$ cat src/hw/clock_mode_pkg.sv
// Purpose: Constants and types for the system clock and mode control block.
// Assumes: APB slave, 32-bit data, one register per aligned word.
// Notes:   Oscillator pins are sampled on pclk, never used as clocks.
// Summary of operation
// - Clock-select 000..110 gives fast clock divided 1..64, 111 slow.
// - Fast clock comes from fast RC when source bit clear, crystal set.
// - Slow clock always comes from the slow RC oscillator.
// - On slow clock, fast oscillator runs only if its enable bit is set.
// - Six modes: normal, slow run the CPU; sleep, three idles halt it.
// - Slow mode runs the CPU on code 111 with the fast clock off.
// - Halt with both idle enables clear enters sleep; slow RC keeps going.
// - Halt with only slow idle enable set enters the slow-only idle.
// - Halt with both idle enables set enters idle keeping both clocks.
// - Halt with only fast idle enable set enters the fast-only idle.
// - Halted on a fast code, system clock runs only with fast idle set.
// - Halted on code 111, system clock runs only with slow idle set.
// - An enabled fast oscillator with no edge in time resets the device.
// - Unimplemented bits of the system clock control register read zero.
// - Enabling the crystal clears its stable flag until it settles.
// - RC enable or frequency change clears its flag; RC enable resets one.
package clock_mode_pkg;
  localparam logic [7:0] CTRL_ADDR  = 8'h00;
  localparam logic [7:0] XTAL_ADDR  = 8'h04;
  localparam logic [7:0] FRC_ADDR   = 8'h08;
  localparam logic [7:0] TRIM_ADDR  = 8'h0C;
  localparam logic [7:0] MODE_ADDR  = 8'h10;

  localparam int SEL_LSB   = 5;
  localparam int SRC_BIT   = 3;
  localparam int FIDLE_BIT = 1;
  localparam int SIDLE_BIT = 0;
  localparam int FLAG_BIT  = 1;
  localparam int EN_BIT    = 0;

  localparam logic [2:0] SEL_SLOW    = 3'h7;
  localparam logic [2:0] SEL_RESET   = 3'h0;
  localparam logic       SRC_RESET   = 1'h0;
  localparam logic       IDLE_RESET  = 1'h0;
  localparam logic       XTAL_RESET  = 1'h0;
  localparam logic       FRC_RESET   = 1'h1;
  localparam logic [7:0] TRIM_RESET  = 8'h80;

  localparam int CLK_PERIOD_NS = 40;
  localparam int MISS_TIME_NS  = 2000;
  localparam int MISS_CYCLES   = MISS_TIME_NS / CLK_PERIOD_NS;
  localparam int GAP_W         = 8;
  localparam logic [GAP_W-1:0] MISS_LIMIT = GAP_W'(MISS_CYCLES);

  localparam int STABLE_W          = 11;
  localparam int XTAL_STABLE_EDGES = 1024;
  localparam int FRC_STABLE_EDGES  = 64;
  localparam int SLOW_STABLE_EDGES = 4;

  typedef enum logic [5:0] {
    MODE_NORMAL    = 6'h01,
    MODE_SLOW      = 6'h02,
    MODE_SLEEP     = 6'h04,
    MODE_SLOW_IDLE = 6'h08,
    MODE_BOTH_IDLE = 6'h10,
    MODE_FAST_IDLE = 6'h20
  } op_mode_t;
endpackage

$ cat src/hw/oscillator_monitor.sv
// Purpose: Samples one oscillator pin, counts it stable, spots a stall.
// Assumes: The pin is slower than half of pclk.
// Notes:   The missing check only runs while the oscillator is enabled.
`timescale 1ns/10ps
module oscillator_monitor #(
  parameter int STABLE_EDGES  = 16,   // Edges before stable
  parameter bit CHECK_MISSING = 1'b1  // Watch for a stall
) (
  input  wire logic pclk,       // Block clock
  input  wire logic presetn,    // Async reset, active low
  input  wire logic osc_pin,    // Raw oscillator pin
  input  wire logic run,        // Oscillator enabled
  input  wire logic restart,    // Drop stable and recount
  output logic      edge_seen,  // Rising edge seen
  output logic      stable,     // Oscillator settled
  output logic      missing     // No edge for too long
);
  localparam int SW = clock_mode_pkg::STABLE_W;
  localparam logic [SW-1:0] LAST = SW'(STABLE_EDGES - 1);

  logic          sync1_r;
  logic          sync2_r;
  logic          prev_r;
  logic [SW-1:0] cnt_r;
  logic [clock_mode_pkg::GAP_W-1:0] gap_r;

  always_ff @(posedge pclk or negedge presetn) begin
    if (!presetn) begin
      sync1_r <= 1'b0;
      sync2_r <= 1'b0;
      prev_r  <= 1'b0;
    end else begin
      sync1_r <= osc_pin;
      sync2_r <= sync1_r;
      prev_r  <= sync2_r;
    end
  end

  assign edge_seen = sync2_r & ~prev_r;

  always_ff @(posedge pclk or negedge presetn) begin
    if (!presetn) begin
      cnt_r  <= '0;
      stable <= 1'b0;
    end else if (!run || restart) begin
      cnt_r  <= '0;
      stable <= 1'b0;
    end else if (edge_seen && !stable) begin
      if (cnt_r == LAST) begin
        stable <= 1'b1;
      end else begin
        cnt_r <= cnt_r + 1'b1;
      end
    end
  end

  always_ff @(posedge pclk or negedge presetn) begin
    if (!presetn) begin
      gap_r   <= '0;
      missing <= 1'b0;
    end else begin
      if (!run || edge_seen) begin
        gap_r <= '0;
      end else if (gap_r != clock_mode_pkg::MISS_LIMIT) begin
        gap_r <= gap_r + 1'b1;
      end
      missing <= CHECK_MISSING && run &&
                 (gap_r == clock_mode_pkg::MISS_LIMIT);
    end
  end
endmodule

$ cat src/hw/system_clock_mode_control.sv
// Purpose: System clock selection, divide and halt-mode control over APB.
// Assumes: Oscillator pins are slower than half of pclk.
// Notes:   The system clock leaves as a one-cycle tick per clock edge.
`timescale 1ns/10ps
module system_clock_mode_control (
  input  wire logic        pclk,              // APB clock
  input  wire logic        presetn,           // Async reset, active low
  input  wire logic        psel,              // APB select
  input  wire logic        penable,           // APB enable
  input  wire logic        pwrite,            // APB write
  input  wire logic [7:0]  paddr,             // APB byte address
  input  wire logic [31:0] pwdata,            // APB write data
  output logic      [31:0] prdata,            // APB read data
  output logic             pready,            // APB ready
  output logic             pslverr,           // APB error, unmapped
  input  wire logic        crystal_clk,       // Crystal oscillator pin
  input  wire logic        fast_rc_clk,       // Fast RC oscillator pin
  input  wire logic        slow_rc_clk,       // Slow RC oscillator pin
  input  wire logic        halt_req,          // CPU executes halt
  input  wire logic        wake_req,          // Wake-up event
  output logic             crystal_osc_on,    // Crystal running
  output logic             fast_rc_osc_on,    // Fast RC running
  output logic             slow_rc_osc_on,    // Slow RC running
  output logic      [7:0]  fast_rc_trim,      // Fast RC frequency
  output logic             system_clock_tick, // System clock edge
  output logic             fast_clock_on,     // Fast clock shown on
  output logic             slow_clock_on,     // Slow clock shown on
  output logic             cpu_run,           // CPU clocked
  output logic             device_reset_req   // Whole-device reset
);
  localparam int NOSC = 3;

  logic [2:0]      clock_select_r;
  logic            fast_source_select_r;
  logic            fast_idle_enable_r;
  logic            slow_idle_enable_r;
  logic            crystal_enable_r;
  logic            fast_rc_enable_r;
  logic [2:0]      act_sel_r;
  logic [2:0]      act_sel_nxt;
  logic            act_src_r;
  logic [5:0]      div_cnt_r;
  logic [5:0]      div_mask;
  logic [NOSC-1:0] osc_pin;
  logic [NOSC-1:0] osc_run;
  logic [NOSC-1:0] osc_restart;
  logic [NOSC-1:0] osc_edge;
  logic [NOSC-1:0] osc_stable;
  logic [NOSC-1:0] osc_missing;
  logic            access;
  logic            wr_en;
  logic            rd_hit;
  logic [31:0]     rdata_nxt;
  logic            halted;
  logic            clk_run;
  logic            act_edge;
  logic            act_ok;
  logic            tgt_ok;
  logic            tick_cond;
  logic            pending;
  logic            do_switch;
  logic            fast_osc_keep;
  clock_mode_pkg::op_mode_t mode_r;
  clock_mode_pkg::op_mode_t mode_nxt;

  assign access = psel & penable & ~pready;
  assign wr_en  = psel & penable & pready & pwrite;

  always_comb begin
    rd_hit    = 1'b1;
    rdata_nxt = 32'h0000_0000;
    case (paddr)
      clock_mode_pkg::CTRL_ADDR: begin
        rdata_nxt = {24'h00_0000, clock_select_r, 1'b0,
                     fast_source_select_r, 1'b0,
                     fast_idle_enable_r, slow_idle_enable_r};
      end
      clock_mode_pkg::XTAL_ADDR: begin
        rdata_nxt = {30'h0, osc_stable[2], crystal_enable_r};
      end
      clock_mode_pkg::FRC_ADDR: begin
        rdata_nxt = {30'h0, osc_stable[1], fast_rc_enable_r};
      end
      clock_mode_pkg::TRIM_ADDR: begin
        rdata_nxt = {24'h00_0000, fast_rc_trim};
      end
      clock_mode_pkg::MODE_ADDR: begin
        rdata_nxt = {24'h00_0000, slow_clock_on, fast_clock_on, mode_r};
      end
      default: begin
        rd_hit = 1'b0;
      end
    endcase
  end

  // Every access takes one wait state so read data comes from a flop.
  always_ff @(posedge pclk or negedge presetn) begin
    if (!presetn) begin
      pready  <= 1'b0;
      pslverr <= 1'b0;
      prdata  <= 32'h0000_0000;
    end else begin
      pready  <= access;
      pslverr <= access & ~rd_hit;
      if (access && !pwrite) begin
        prdata <= rdata_nxt;
      end
    end
  end

  always_ff @(posedge pclk or negedge presetn) begin
    if (!presetn) begin
      clock_select_r       <= clock_mode_pkg::SEL_RESET;
      fast_source_select_r <= clock_mode_pkg::SRC_RESET;
      fast_idle_enable_r   <= clock_mode_pkg::IDLE_RESET;
      slow_idle_enable_r   <= clock_mode_pkg::IDLE_RESET;
    end else if (wr_en && paddr == clock_mode_pkg::CTRL_ADDR) begin
      clock_select_r       <= pwdata[clock_mode_pkg::SEL_LSB +: 3];
      fast_source_select_r <= pwdata[clock_mode_pkg::SRC_BIT];
      fast_idle_enable_r   <= pwdata[clock_mode_pkg::FIDLE_BIT];
      slow_idle_enable_r   <= pwdata[clock_mode_pkg::SIDLE_BIT];
    end
  end

  always_ff @(posedge pclk or negedge presetn) begin
    if (!presetn) begin
      crystal_enable_r <= clock_mode_pkg::XTAL_RESET;
      fast_rc_enable_r <= clock_mode_pkg::FRC_RESET;
      fast_rc_trim     <= clock_mode_pkg::TRIM_RESET;
    end else if (wr_en) begin
      if (paddr == clock_mode_pkg::XTAL_ADDR) begin
        crystal_enable_r <= pwdata[clock_mode_pkg::EN_BIT];
      end
      if (paddr == clock_mode_pkg::FRC_ADDR) begin
        fast_rc_enable_r <= pwdata[clock_mode_pkg::EN_BIT];
      end
      if (paddr == clock_mode_pkg::TRIM_ADDR) begin
        fast_rc_trim <= pwdata[7:0];
      end
    end
  end

  // The stable flags drop on enable or retrim so software can poll them.
  assign osc_restart[0] = 1'b0;
  assign osc_restart[1] = wr_en & (((paddr == clock_mode_pkg::TRIM_ADDR) &
                          (pwdata[7:0] != fast_rc_trim)) |
                          ((paddr == clock_mode_pkg::FRC_ADDR) &
                          pwdata[0] & ~fast_rc_enable_r));
  assign osc_restart[2] = wr_en & (paddr == clock_mode_pkg::XTAL_ADDR) &
                          pwdata[0] & ~crystal_enable_r;

  assign osc_pin = {crystal_clk, fast_rc_clk, slow_rc_clk};
  assign osc_run = {crystal_osc_on, fast_rc_osc_on, slow_rc_osc_on};

  generate
    for (genvar i = 0; i < NOSC; i++) begin : g_osc
      oscillator_monitor #(
        .STABLE_EDGES  (i == 2 ? clock_mode_pkg::XTAL_STABLE_EDGES :
                        i == 1 ? clock_mode_pkg::FRC_STABLE_EDGES :
                                 clock_mode_pkg::SLOW_STABLE_EDGES),
        .CHECK_MISSING (i != 0)
      ) u_mon (
        .pclk      (pclk),
        .presetn   (presetn),
        .osc_pin   (osc_pin[i]),
        .run       (osc_run[i]),
        .restart   (osc_restart[i]),
        .edge_seen (osc_edge[i]),
        .stable    (osc_stable[i]),
        .missing   (osc_missing[i])
      );
    end
  endgenerate

  assign halted = (mode_r != clock_mode_pkg::MODE_NORMAL) &&
                  (mode_r != clock_mode_pkg::MODE_SLOW);

  // A fast oscillator keeps its enable bit, even on the slow clock, except while halted with fast idle clear.
  assign fast_osc_keep = ~halted | fast_idle_enable_r;

  always_ff @(posedge pclk or negedge presetn) begin
    if (!presetn) begin
      crystal_osc_on <= 1'b0;
      fast_rc_osc_on <= 1'b0;
      slow_rc_osc_on <= 1'b0;
    end else begin
      crystal_osc_on <= crystal_enable_r & fast_osc_keep;
      fast_rc_osc_on <= fast_rc_enable_r & fast_osc_keep;
      // Sleep keeps the slow RC for the watchdog; only one idle stops it.
      slow_rc_osc_on <= mode_nxt != clock_mode_pkg::MODE_FAST_IDLE;
    end
  end

  assign act_edge = (act_sel_r == clock_mode_pkg::SEL_SLOW) ?
                    osc_edge[0] :
                    (act_src_r ? osc_edge[2] : osc_edge[1]);
  assign act_ok   = (act_sel_r == clock_mode_pkg::SEL_SLOW) ?
                    osc_stable[0] :
                    (act_src_r ? osc_stable[2] : osc_stable[1]);
  assign tgt_ok   = (clock_select_r == clock_mode_pkg::SEL_SLOW) ?
                    osc_stable[0] :
                    (fast_source_select_r ? osc_stable[2] : osc_stable[1]);

  // Code n below 7 passes one source edge in 2**n; code 7 passes every slow edge.
  assign div_mask  = ~(6'h3F << act_sel_r);
  assign tick_cond = act_edge &
                     ((act_sel_r == clock_mode_pkg::SEL_SLOW) |
                      ((div_cnt_r & div_mask) == 6'h00));

  assign clk_run = ~halted |
                   ((act_sel_r == clock_mode_pkg::SEL_SLOW) ?
                    slow_idle_enable_r :
                    fast_idle_enable_r);

  // Swapping only on a whole output period, or while the clock is stopped
  // or dead, ends the old period whole; the new source then ticks on its first edge.
  assign pending   = {clock_select_r, fast_source_select_r} !=
                     {act_sel_r, act_src_r};
  assign do_switch = pending & tgt_ok &
                     (tick_cond | ~clk_run | ~act_ok);

  // The mode must agree with the source in force after this edge.
  assign act_sel_nxt = do_switch ? clock_select_r : act_sel_r;

  always_ff @(posedge pclk or negedge presetn) begin
    if (!presetn) begin
      act_sel_r <= clock_mode_pkg::SEL_RESET;
      act_src_r <= clock_mode_pkg::SRC_RESET;
      div_cnt_r <= 6'h00;
    end else if (do_switch) begin
      act_sel_r <= clock_select_r;
      act_src_r <= fast_source_select_r;
      div_cnt_r <= 6'h00;
    end else if (act_edge) begin
      div_cnt_r <= div_cnt_r + 6'h01;
    end
  end

  always_ff @(posedge pclk or negedge presetn) begin
    if (!presetn) begin
      system_clock_tick <= 1'b0;
    end else begin
      system_clock_tick <= clk_run & tick_cond;
    end
  end

  always_comb begin
    mode_nxt = mode_r;
    case (mode_r)
      clock_mode_pkg::MODE_NORMAL,
      clock_mode_pkg::MODE_SLOW: begin
        if (halt_req) begin
          case ({fast_idle_enable_r, slow_idle_enable_r})
            2'b00:   mode_nxt = clock_mode_pkg::MODE_SLEEP;
            2'b01:   mode_nxt = clock_mode_pkg::MODE_SLOW_IDLE;
            2'b11:   mode_nxt = clock_mode_pkg::MODE_BOTH_IDLE;
            default: mode_nxt = clock_mode_pkg::MODE_FAST_IDLE;
          endcase
        end else if (act_sel_nxt == clock_mode_pkg::SEL_SLOW) begin
          mode_nxt = clock_mode_pkg::MODE_SLOW;
        end else begin
          mode_nxt = clock_mode_pkg::MODE_NORMAL;
        end
      end
      clock_mode_pkg::MODE_SLEEP,
      clock_mode_pkg::MODE_SLOW_IDLE,
      clock_mode_pkg::MODE_BOTH_IDLE,
      clock_mode_pkg::MODE_FAST_IDLE: begin
        if (wake_req) begin
          mode_nxt = (act_sel_nxt == clock_mode_pkg::SEL_SLOW) ?
                     clock_mode_pkg::MODE_SLOW :
                     clock_mode_pkg::MODE_NORMAL;
        end
      end
      default: begin
        mode_nxt = clock_mode_pkg::MODE_NORMAL;
      end
    endcase
  end

  always_ff @(posedge pclk or negedge presetn) begin
    if (!presetn) begin
      mode_r        <= clock_mode_pkg::MODE_NORMAL;
      cpu_run       <= 1'b0;
      fast_clock_on <= 1'b0;
      slow_clock_on <= 1'b0;
    end else begin
      mode_r        <= mode_nxt;
      cpu_run       <= (mode_nxt == clock_mode_pkg::MODE_NORMAL) ||
                       (mode_nxt == clock_mode_pkg::MODE_SLOW);
      fast_clock_on <= (mode_nxt == clock_mode_pkg::MODE_NORMAL) ||
                       (mode_nxt == clock_mode_pkg::MODE_BOTH_IDLE) ||
                       (mode_nxt == clock_mode_pkg::MODE_FAST_IDLE);
      slow_clock_on <= mode_nxt != clock_mode_pkg::MODE_FAST_IDLE;
    end
  end

  // The request holds until presetn; the device reset is expected to
  // pull presetn low in turn.
  always_ff @(posedge pclk or negedge presetn) begin
    if (!presetn) begin
      device_reset_req <= 1'b0;
    end else if (|osc_missing) begin
      device_reset_req <= 1'b1;
    end
  end
endmodule

$ cat config.mk
export PLATFORM = sky130hd
export DESIGN_NAME = system_clock_mode_control
export DESIGN_NICKNAME = d
export VERILOG_FILES = /design/src/hw/clock_mode_pkg.sv /design/src/hw/oscillator_monitor.sv /design/src/hw/system_clock_mode_control.sv
export SDC_FILE = /design/constraint.sdc
export NUM_CORES = 1
export LEC_CHECK = 0
export BUFFER_PORTS_ARGS = -buffer_cell sky130_fd_sc_hd__clkbuf_2
export CORE_ASPECT_RATIO = 2
export CORE_MARGIN = 2
export CORE_UTILIZATION = 35
export DETAILED_ROUTE_END_ITERATION = 8
export PLACE_DENSITY = 0.65
export SLEW_MARGIN = 10
export SYNTH_ARGS = -nofsm -noshare
export SYNTH_HDL_FRONTEND = slang
export SYNTH_SLANG_ARGS = --single-unit
$ cat constraint.sdc
create_clock -name pclk -period 3.2 [get_ports pclk]
set_clock_uncertainty 0.1 [all_clocks]
set_input_delay 0 -clock pclk [delete_from_list [all_inputs] [get_ports pclk]]
set_output_delay 0 -clock pclk [all_outputs]
set_load 0.1 [all_outputs]
-- After elaboration in Yosys (flattened, before gate mapping)
Cells that the tools add are included.
- flip-flop bits (word level): 136
- output and inout bits: 50
- logic and storage cells: 205
- $add $sub $neg: 6
- equality and inequality tests: 36
- shift-type cells: 1
- mux-type cells: 39
- bitwise operators: 39
- reduce and logical (&&, ||, !) cells: 44
- operators by type and width (kind ; count):
    11-bit 2-to-1 mux ; 9
    8-bit one-hot mux with 5 select lines ; 1
    11-bit by 1-bit adder with 11-bit output (second input constant) ; 3
    8-bit 2-to-1 mux ; 4
    6-bit 2-to-1 mux ; 4
    1-bit bitwise AND ; 21
    6-bit one-hot mux with 3 select lines ; 1
    2-bit AND reduction ; 9
    1-bit 2-to-1 mux ; 17
    8-bit by 1-bit adder with 8-bit output (second input constant) ; 2
    8-bit by 4-bit == test with 1-bit output (second input constant) ; 2
    8-bit by 6-bit == test with 1-bit output (second input constant) ; 2
    8-bit by 6-bit inequality test with 1-bit output (second input constant) ; 2
    2-bit nonzero test ; 7
    6-bit by 1-bit == test with 1-bit output (second input constant) ; 2
    6-bit by 2-bit == test with 1-bit output (second input constant) ; 2
    6-bit by 5-bit == test with 1-bit output (second input constant) ; 2
    6-bit == test (second input constant) ; 2
    6-bit one-hot mux with 2 select lines ; 1
    11-bit by 10-bit == test with 1-bit output (second input constant) ; 1
    11-bit by 2-bit == test with 1-bit output (second input constant) ; 1
    11-bit by 6-bit == test with 1-bit output (second input constant) ; 1
    1-bit NOT ; 10
    3-bit == test (second input constant) ; 3
    other kinds (29) ; 56

-- Logic depth before layout (Yosys ltp)
Gate-level depths: netlist of run 1.
- depth after elaboration: 17
- depth in mapped cells: 7

-- Modules after synthesis
From an unflattened synthesis of run 1, not the netlist that was laid out.
- cell total of the unflattened synthesis: 575
- area, all modules: 5883.1 sq um
- by module, submodules not included (module ; times used ; cells each ; area an instance (sq um) ; seq. area each (sq um)):
    system_clock_mode_control ; 1 ; 271 ; 2811.4 ; 1229.9
    oscillator_monitor at g_osc[2].u_mon ; 1 ; 115 ; 1162.4 ; 600.6
    oscillator_monitor at g_osc[1].u_mon ; 1 ; 117 ; 1156.1 ; 600.6
    oscillator_monitor at g_osc[0].u_mon ; 1 ; 72 ; 753.2 ; 375.4

-- Worst setup path after synthesis of run 1
No wires, ideal clock.
- path kind: reg-to-reg
- start point: reg div_cnt_r[0]
- end point: reg act_sel_r[0]
- arrival: 2.036 ns
- path slack: 0.940 ns
- stages on the path, launching flop included: 7
- clock period less this slack: 2.260 ns
- path through: dfrtp_1 -> or4_1 -> a222oi_1 -> o211ai_1 -> a21oi_1 -> buf_6 -> mux2_2
- longest elaborated chain between the ends: 8
- ends and longest elaborated chain (item ; RTL line ; RTL):
    start: declaration ; system_clock_mode_control.sv:42 ; logic [5:0] div_cnt_r;
    start signal: assignment ; system_clock_mode_control.sv:235 ; div_cnt_r <= div_cnt_r + 6'h01;
    6-bit bitwise AND ; system_clock_mode_control.sv:208 ; ((div_cnt_r & div_mask) == 6'h00));
    6-bit zero test ; system_clock_mode_control.sv:208 ;
    1-bit OR ; system_clock_mode_control.sv:207 ; ((act_sel_r == clock_mode_pkg::SEL_SLOW) |
    1-bit bitwise AND ; system_clock_mode_control.sv:206 ; assign tick_cond = act_edge &
    1-bit OR (2 in a row) ; system_clock_mode_control.sv:220 ; (tick_cond | ~clk_run | ~act_ok);
    1-bit bitwise AND ; system_clock_mode_control.sv:219 ; assign do_switch = pending & tgt_ok &
    3-bit 2-to-1 mux ; -- ;
    net act_sel_nxt[0] ; system_clock_mode_control.sv:40 ; logic [2:0] act_sel_nxt;
    end signal: assignment ; system_clock_mode_control.sv:227 ; act_sel_r <= clock_mode_pkg::SEL_RESET;
    end signal: assignment ; system_clock_mode_control.sv:231 ; act_sel_r <= clock_select_r;
    end: declaration ; system_clock_mode_control.sv:39 ; logic [2:0] act_sel_r;
The timed path passes the listed nets, and every way through them passes these cells.
A chain may end at the register's enable or synchronous reset.

-- Worst setup path in the final report of run 1
- start point: reg mode_r[2]
- end point: reg fast_clock_on
- longest elaborated chain between the ends: 16
- elaborated cells on any way between the ends: 28
- classes of those cells: eq/ne (12); mux (5); bitwise (6); reduce/logical (5)
- ends and longest elaborated chain (item ; RTL line ; RTL):
    start: declaration ; system_clock_mode_control.sv:63 ; clock_mode_pkg::op_mode_t mode_r;
    start signal: assignment ; system_clock_mode_control.sv:283 ; mode_r <= clock_mode_pkg::MODE_NORMAL;
    start signal: assignment ; system_clock_mode_control.sv:288 ; mode_r <= mode_nxt;
    6-bit by 1-bit inequality test with 1-bit output / 6-bit by 2-bit inequality test with 1-bit output (equally long branches) ; system_clock_mode_control.sv:175, system_clock_mode_control.sv:176 ;
    1-bit logical AND ; system_clock_mode_control.sv:175 ; assign halted = (mode_r != clock_mode_pkg::MODE_NORMAL) &&
    1-bit NOT ; system_clock_mode_control.sv:210 ; assign clk_run = ~halted |
    1-bit OR ; system_clock_mode_control.sv:210 ;
    1-bit NOT ; system_clock_mode_control.sv:220 ;
    1-bit OR (2 in a row) ; system_clock_mode_control.sv:220 ;
    1-bit bitwise AND ; system_clock_mode_control.sv:219 ;
    3-bit 2-to-1 mux ; -- ;
    3-bit == test ; system_clock_mode_control.sv:259, system_clock_mode_control.sv:270 ;
    2-bit 2-to-1 mux ; system_clock_mode_control.sv:259, system_clock_mode_control.sv:270 ;
    6-bit 2-to-1 mux (on tied branches) ; system_clock_mode_control.sv:269, system_clock_mode_control.sv:252 ;
    6-bit one-hot mux with 2 select lines (*) ; system_clock_mode_control.sv:249 ; case (mode_r)
    6-bit by 1-bit == test with 1-bit output / 6-bit by 5-bit == test with 1-bit output (equally long branches) ; system_clock_mode_control.sv:291, system_clock_mode_control.sv:292 ;
    1-bit logical OR ; system_clock_mode_control.sv:291 ; fast_clock_on <= (mode_nxt == clock_mode_pkg::MODE_NORMAL) ||
    1-bit logical OR (*) ; system_clock_mode_control.sv:292 ; (mode_nxt == clock_mode_pkg::MODE_BOTH_IDLE) ||
    end signal: assignment ; system_clock_mode_control.sv:291 ;
    end: declaration ; system_clock_mode_control.sv:26 ; output logic fast_clock_on,
Every way passes the cells marked *; elsewhere a longest branch is shown, timed or not.

==> flow_summary.ini, run 1 <==
[run_status]
outcome = finished clean

[route]
vias = 4086
wl_mm = 12.0
via_per_inst = 5.09
drt-initial-drc-count = 206
wire_per_inst_microns = 14.9
ant_nets = 0
drc_errors = 0
first_pass_iters = 4

[global_route]
grt_max_degree = 59
grt_pass1_wl_mm = 20.3
gr-total-overflow = 0
grt_use_total = 0.151
antenna_found_initial = 0
grt_pass1_vias = 4227

[sta]
max_freq_mhz = 399
worst_pin_slew_ns = 0.840
drv_slew = 0
finalCriticalPeriod_ns = 2.51
rsz0062_at_grt = false
finalSetupTns_ns = 0
fin_hold_ws_ns = 0.0379
maxSlewHeadroom = 0.435
hold_viol = 0
fin_crit_sh = 0.784
setup_viol = 0

[synthesis]
syn_inst = 526
ys_types = 56
ys_ff_latch = 112
syn_avg_cell_area_sq_um = 10.4
syn-cell-area_sq_um = 5490
yosysSeqAreaShare = 0.511
synth-warning-count = 0
async_flop_share = 1.00
synth_top_flop_cell = dfrtp_1
synth_edf_count = 0

[power_and_ir_drop]
p_sw_w = 0.00110
powerDensity_nw_per_um2 = 525
total_power_w = 0.00333
pwr-share-comb = 0.186
switching_share = 0.329
ir_worst_vdd_v = 0.000246
seq_power_share = 0.489
p_leak_nw = 2.85
p_int_w = 0.00224
p_clk_frac = 0.324

[finish]
utilization = 0.415
finalNetCount = 657
diodes = 0
area_growth_pct = 15.5
drive_gt1_frac = 0.179
fillCellCount = 1489
fin_cells = 802

[run]
cap_violations = 0

[cts]
clockBufferDepth = 2
postCtsSetupRepairBufs = 0
cts_tree = done
cts-htree-levels = 3
cts_sinks = 112
worst_skew_pair.late_latency_ns = 0.35
cts.clk_slew.worst_paths_ns = 0.07
cts_buffers = 9
root_buffer = clkbuf_16

[setup_path]
path_class = reg2reg
required_ns = 3.36
startpoint_type = flip-flop
critPathArrivalTime_ns = 2.66
cp_max_fo = 11
worstSetupEndpointType = flip-flop

[hold_path]
hold_path.class = in2reg

[placement]
io_buffers = 51
dpl.cell_count = 767
globalplace.congestion = 0.837
dp_hpwl_mm = 8.91

[floorplanning]
fp.dieW_microns = 92.6
core_area_sq_um = 15300
rows = 64
io_pins = 100
start_util = 0.359
dieArea_sq_um = 16800
fp.dieH_microns = 181
-- routing by layer --
metal,wire length [microns],global-route usage
met1,4600,0.170
met2,6550,0.275
met3,455,0.0229
met4,358,0.0657
met5,0,0
-- worst max-delay path, cell delays in order, from the launching register on --
cell and delay (ns):
dfrtp_1 0.47, or3_1 0.40, or3_1 0.45, a221oi_1 0.30
a21oi_1 0.10, buf_4 0.19, mux2i_1 0.16, a211oi_1 0.25
-- path summary, 6_finish.rpt --
kind	from	to	slack, ns	depth (start not counted)
worst min register to register	g_osc[1].u_mon.sync1_r	g_osc[1].u_mon.sync2_r	0.25	0
max in group asynchronous	presetn	mode_r[0]	1.93	3
worst max-delay path	mode_r[2]	fast_clock_on	0.69	7
worst max register to register	mode_r[2]	fast_clock_on	0.69	7
worst min-delay path	pwrite	crystal_enable_r	0.04	4
min in group asynchronous	presetn	g_osc[1].u_mon.cnt_r[4]	0.15	2
-- cell families after synthesis --
| group | after synthesis | share of synthesized area |
|---|---|---|
| AND/OR/NAND/NOR | 200 | 0.183 |
| AO/OA/AOI/OAI | 71 | 0.0863 |
| multiplexers | 30 | 0.0597 |
| adder cells (fa/ha/maj) | 8 | 0.0182 |
| flip-flops | 112 | 0.511 |
| buffers and inverters | 49 | 0.0533 |
| other | 1 | 0.000683 |
| XOR/XNOR | 55 | 0.0877 |
-- cells in the final DEF, fill, tap and decap left out, types with 12 or more instances in the layout --
cell and instances:
a21oi_1 16, clkbuf_2 50, conb_1 24, dfrtp_1 109
dlygate4sd3_1 19, inv_1 14, mux2_2 22, nand2_1 36
nand3_1 24, nor2_1 61, nor3_1 12, o21ai_0 20
xnor2_1 22, xor2_1 33
-- cell type report --
type                       instances  area (sq um)  area share
clock buffer                      10           229      0.0361
clock inverter                     6          52.6     0.00828
inverter                          14          52.6     0.00828
multi-input combinational        388          2480       0.391
sequential                       112          2810       0.442
tap                              198           248      0.0390
timing repair buffer              74           478      0.0753
-- stage by stage --
step	cell area [sq um]	setup WS (ns)
after floorplan	5580	0.940
after global placement	5880	0.695
after detailed placement	5880	0.717
after CTS	6350	0.687
after global routing	6350	0.519
final	6350	0.693
-- Yosys cell counts, drive strengths merged, types with 2 or more instances --
library cell / count / area (sq um)
a222oi: 3 / 30.0
mux2i: 8 / 80.1
inv: 14 / 52.6
a211oi: 2 / 15.0
a22oi: 2 / 15.0
ha: 8 / 100
dfrtp: 109 / 2730
nand2: 37 / 141
a21oi: 16 / 80.1
a22o: 6 / 52.6
dfstp: 3 / 78.8
a21o: 2 / 15.0
buf: 27 / 210
and3: 9 / 56.3
o21a: 3 / 22.5
and2: 4 / 25.0
nand4: 9 / 56.3
o21ai: 21 / 109
nand3b: 3 / 22.5
o211ai: 4 / 30.0
nor3b: 2 / 15.0
xnor2: 22 / 193
xor2: 33 / 289
clkbuf: 8 / 30.0
or3: 10 / 62.6
nor3: 14 / 86.3
or4: 3 / 30.0
nor4: 10 / 62.6
o32ai: 2 / 17.5
nand3: 24 / 120
nand2b: 5 / 31.3
nor2: 61 / 229
or2: 4 / 25.0
mux2: 22 / 248
-- state kept, by name, indices dropped and copies added, names as in the netlist, 6 cells and up --
| name | count |
|---|---|
| div_cnt_r | 6 |
| fast_rc_trim | 8 |
| g_osc.u_mon.cnt_r | 33 |
| g_osc.u_mon.gap_r | 16 |
| mode_r | 6 |
| prdata | 8 |
-- power by group through the flow --
stage,clock (W),combinational [W],sequential (W)
after floorplan,0,0.000392,0.00173
after global placement,0,0.000582,0.00165
after detailed placement,0,0.000600,0.00166
after CTS,0.00111,0.000627,0.00163
after global routing,0.00116,0.000675,0.00165
final,0.00108,0.000621,0.00163
-- timing repair --
item | CTS | global route
resized for setup | 0 | 0
hold buffers | 19 | 0
hold endpoints to repair | 84 | 0
Power figures use the tool's default switching activity.
==> inputs of run 2 (changes only) <==
- clock period: 3.2 -> 2.6 ns (I/O delays scaled with it)
==> run 2 against run 1 <==
Against the previous run:
- fmax rose by 1.9%
- final cell count up 0.37%
- worst setup slack lost 0.55 ns
- clock power grew 23%
==> flow_summary.ini, run 2 (synthesized netlist as in run 1, its figures left out) <==
[sta]
worst_pin_slew_ns = 0.716
drv_slew = 0
rsz0062_at_grt = false
setup_viol = 0
finalCriticalPeriod_ns = 2.46
hold_viol = 0
finalSetupTns_ns = 0
fin_ws_ns = 0.139
maxSlewHeadroom = 0.518
max_freq_mhz = 406
fin_crit_sh = 0.947

[cts]
cts_buffers = 9
clockBufferDepth = 2
cts_tree = done
postCtsSetupRepairBufs = 0
cts_sinks = 112
worst_skew_pair.late_latency_ns = 0.35
cts-htree-levels = 3
cts.clk_slew.worst_paths_ns = 0.08
root_buffer = clkbuf_16

[floorplanning]
core_area_sq_um = 15300
fp.dieH_microns = 181
start_util = 0.359
io_pins = 100
dieArea_sq_um = 16800
fp.dieW_microns = 92.6
rows = 64

[run_status]
outcome = finished clean

[placement]
pre_cts_ws_ns = 0.160
globalplace.congestion = 0.893
dpl.cell_count = 772
placed_area_sq_um = 5910
io_buffers = 51
dp_hpwl_mm = 8.99

[power_and_ir_drop]
total_power_w = 0.00411
powerDensity_nw_per_um2 = 645
p_leak_nw = 2.87
ir_worst_vdd_v = 0.000300

[route]
ant_nets = 0
wl_mm = 11.9
vias = 4087
drt-initial-drc-count = 173
first_pass_iters = 4
via_per_inst = 5.08
wire_per_inst_microns = 14.8
drc_errors = 0

[setup_path]
critPathArrivalTime_ns = 2.65
path_class = reg2reg
cp_max_fo = 7
required_ns = 2.79
r2r_slack_ns = 0.14
startpoint_type = flip-flop
worstSetupEndpointType = flip-flop

[global_route]
antenna_found_initial = 0
gr-total-overflow = 0
grt_pass1_wl_mm = 19.8
grt_use_total = 0.149
grt_max_degree = 53
grt_pass1_vias = 4113

[finish]
regMostFlops = g_osc.u_mon.cnt_r
reg_top3 = g_osc.u_mon.cnt_r (33), g_osc.u_mon.gap_r (16)
finalNetCount = 660
drive_gt1_frac = 0.191
design_area_sq_um = 6380
fin_cells = 805
final_cell_mix = dfrtp_1 (109), nor2_1 (61), clkbuf_2 (50)
final_common_cell = dfrtp_1
diodes = 0
largest_reg_flops = 33
area_growth_pct = 16.1

[run]
cap_violations = 0

[hold_path]
hold_path.class = in2reg
run 2: through the flow:
stage	hold slack (ns)	utilization
2_1_floorplan	-0.396	-
3_3_place_gp	-0.0293	0.387
3_5_place_dp	-0.0159	0.387
4_1_cts	0.0256	0.416
5_1_grt	0.0587	0.417
6_report	0.0384	0.417
run 2: path summary, 6_finish.rpt:
kind / from / end / depth (start not counted)
max: mode_r[5] / mode_r[2] / 5
min: pwrite / crystal_enable_r / 4
max reg2reg: mode_r[5] / mode_r[2] / 5
min reg2reg: g_osc[1].u_mon.sync1_r / g_osc[1].u_mon.sync2_r / 0
max in group asynchronous: presetn / mode_r[0] / 3
min in group asynchronous: presetn / fast_idle_enable_r / 2
run 2: worst max-delay path: stages (launching register included):
cell,delay [ns]
dfrtp_1,0.44
or3_1,0.41
nor3_1,0.46
nand3b_1,0.16
o32ai_1,0.21
dlygate4sd3_1,0.61
run 2: repair_timing:
| item | 4_1_cts | 5_1_grt |
|---|---|---|
| gates resized for setup | 0 | 2 |
| setup endpoints to repair | 0 | 3 |
| endpoints found under the hold margin | 77 | 0 |
| hold buffers | 17 | 0 |
run 2: per-layer routing:
metal	global-route usage	vias up	part of all wire
li1	-	1948	-
met2	0.272	118	0.54
met1	0.160	2001	0.39
met3	0.0279	20	0.042
met5	0	-	0
met4	0.0746	0	0.032
run 2: power breakdown:
| group | leakage (nW) | total, W | internal, W | switching [W] |
|---|---|---|---|---|
| Combinational | 1.23 | 0.000788 | 0.000230 | 0.000559 |
| Clock | 0.135 | 0.00133 | 0.000661 | 0.000665 |
| Sequential | 1.50 | 0.00200 | 0.00187 | 0.000131 |
| Total | 2.87 | 0.00411 | 0.00276 | 0.00135 |
run 2: final cells by class:
cell class | instances | area [sq um]
Clock buffer | 9 | 225
Clock inverter | 7 | 58.8
Fill cell | 1481 | 8920
Inverter | 14 | 52.6
Multi-Input combinational cell | 388 | 2490
Sequential cell | 112 | 2810
Tap cell | 198 | 248
Timing Repair Buffer | 77 | 495
==> inputs of run 3 (changes only) <==
- PLACE_DENSITY: 0.65 -> default
==> run 3 against run 2 <==
Against the previous run:
- clock power is 6% higher
- non-clock buffer count stayed put
- highest routed layer unchanged
- flip-flop and latch count stayed put
- largest power group unchanged
==> flow_summary.ini, run 3 (synthesized netlist as in run 1, its figures left out) <==
[run_status]
outcome = finished clean

[cts]
cts-htree-levels = 3
cts_buffers = 9
worst_skew_pair.late_latency_ns = 0.35
cts.clk_slew.worst_paths_ns = 0.07
cts_tree = done
clockBufferDepth = 2
root_buffer = clkbuf_16
cts_sinks = 112

[finish]
fillCellCount = 1458
final_common_cell = dfrtp_1
area_growth_pct = 16.5
multi_input_area_sq_um = 2480
diodes = 0
final_cell_mix = dfrtp_1 (109), nor2_1 (61), clkbuf_2 (50)
drive_gt1_frac = 0.186
reg_top3 = g_osc.u_mon.cnt_r (33), g_osc.u_mon.gap_r (16)
regMostFlops = g_osc.u_mon.cnt_r
regArea_sq_um = 2810
largest_reg_flops = 33
finalNetCount = 660

[hold_path]
holdPathEnd = crystal_enable_r
hold_path.class = in2reg
whs_path_depth = 4
hold_start = pwrite

[setup_path]
worstSetupEndpointType = flip-flop
r2r_slack_ns = 0.16
cp_max_fo = 10
r2r_cells = 6
worstReg2RegStart = div_cnt_r[0]
path_class = reg2reg
required_ns = 2.74
startpoint_type = flip-flop
r2r_end = act_sel_r[2]
critPathArrivalTime_ns = 2.58
startpoint = div_cnt_r[0]

[global_route]
grt_pass1_wl_mm = 20.3
grt_pass1_vias = 4231
grt_use_total = 0.152
antenna_found_initial = 0
grt_max_degree = 74
gr-total-overflow = 0

[floorplanning]
core_area_sq_um = 15300
fp.dieW_microns = 92.6
rows = 64
io_pins = 100
start_util = 0.359
dieArea_sq_um = 16800
fp.dieH_microns = 181

[route]
first_pass_iters = 7
vias = 4096
ant_nets = 0
drc_errors = 0
wl_mm = 12.0
wire_per_inst_microns = 14.9
drt-initial-drc-count = 237
via_per_inst = 5.09

[placement]
io_buffers = 51
dp_hpwl_mm = 8.86
globalplace.congestion = 0.849

[sta]
drv_slew = 0
rsz0062_at_grt = false
max_freq_mhz = 409
maxSlewHeadroom = 0.526
worst_pin_slew_ns = 0.704
finalSetupTns_ns = 0
setup_viol = 0
finalCriticalPeriod_ns = 2.44
hold_viol = 0
fin_crit_sh = 0.940
fin_hold_ws_ns = 0.0122

[power_and_ir_drop]
ir_worst_vdd_v = 0.000356
total_power_w = 0.00419
p_leak_nw = 2.87
powerDensity_nw_per_um2 = 654

[run]
cap_violations = 0
## run 3: cell types whose count changed in the layout (fill, tap and decap cells not counted), sizes merged
cell,before,now
bufinv,0,1
clkbuf,59,62
clkinv,4,1
inv,15,14
## run 3: critical path, stage by stage (launching register included)
cell,delay (ns)
dfrtp_1,0.43
or4_1,0.54
a222oi_1,0.34
o211ai_1,0.17
a21oi_2,0.20
buf_4,0.20
mux2_2,0.35
## run 3: repair_timing
item | in CTS | in global routing
hold endpoints to repair | 66 | 0
hold buffers | 17 | 0
endpoints found under the setup margin | 0 | 1
setup buffers | 0 | 0
resized for setup | 0 | 1
## run 3: worst max-delay path by stage
stage | end | slack, ns | cells after the start
final | act_sel_r[2] | 0.16 | 6
after global routing | mode_r[2] | 0.03 | 5
after CTS | act_sel_r[2] | 0.10 | 6
after detailed placement | act_sel_r[2] | 0.12 | 6
after global placement | act_sel_r[2] | 0.16 | 6
after floorplan | act_sel_r[0] | 0.34 | 6
## run 3: metrics by stage
step,utilization,instances,cell area (sq um),setup slack (ns)
after detailed placement,0.387,772,5930,0.122
after floorplan,-,549,5580,0.340
final,0.418,805,6400,0.157
after global routing,0.418,805,6400,0.0322
after global placement,0.387,772,5930,0.155
after CTS,0.418,805,6400,0.100
## run 3: report_power, final
group / switching (W) / internal [W]
combinational: 0.000563 / 0.000223
sequential: 0.000123 / 0.00187
clock: 0.000632 / 0.000777
## run 3: final cells by class
class / instances / share of cell area
Clock buffer: 12 / 0.0385
Clock inverter: 4 / 0.00841
Inverter: 14 / 0.00821
Multi-Input combinational cell: 388 / 0.388
Sequential cell: 112 / 0.439
Tap cell: 198 / 0.0387
Timing Repair Buffer: 77 / 0.0794
## run 3: routing by layer
layer | up-vias | routed length, microns | track usage | part of all wire
li1 | 1939 | - | - | -
met1 | 2021 | 4740 | 0.170 | 0.39
met2 | 112 | 6500 | 0.275 | 0.54
met3 | 24 | 438 | 0.0254 | 0.036
met4 | 0 | 340 | 0.0746 | 0.028
met5 | - | 0 | 0 | 0
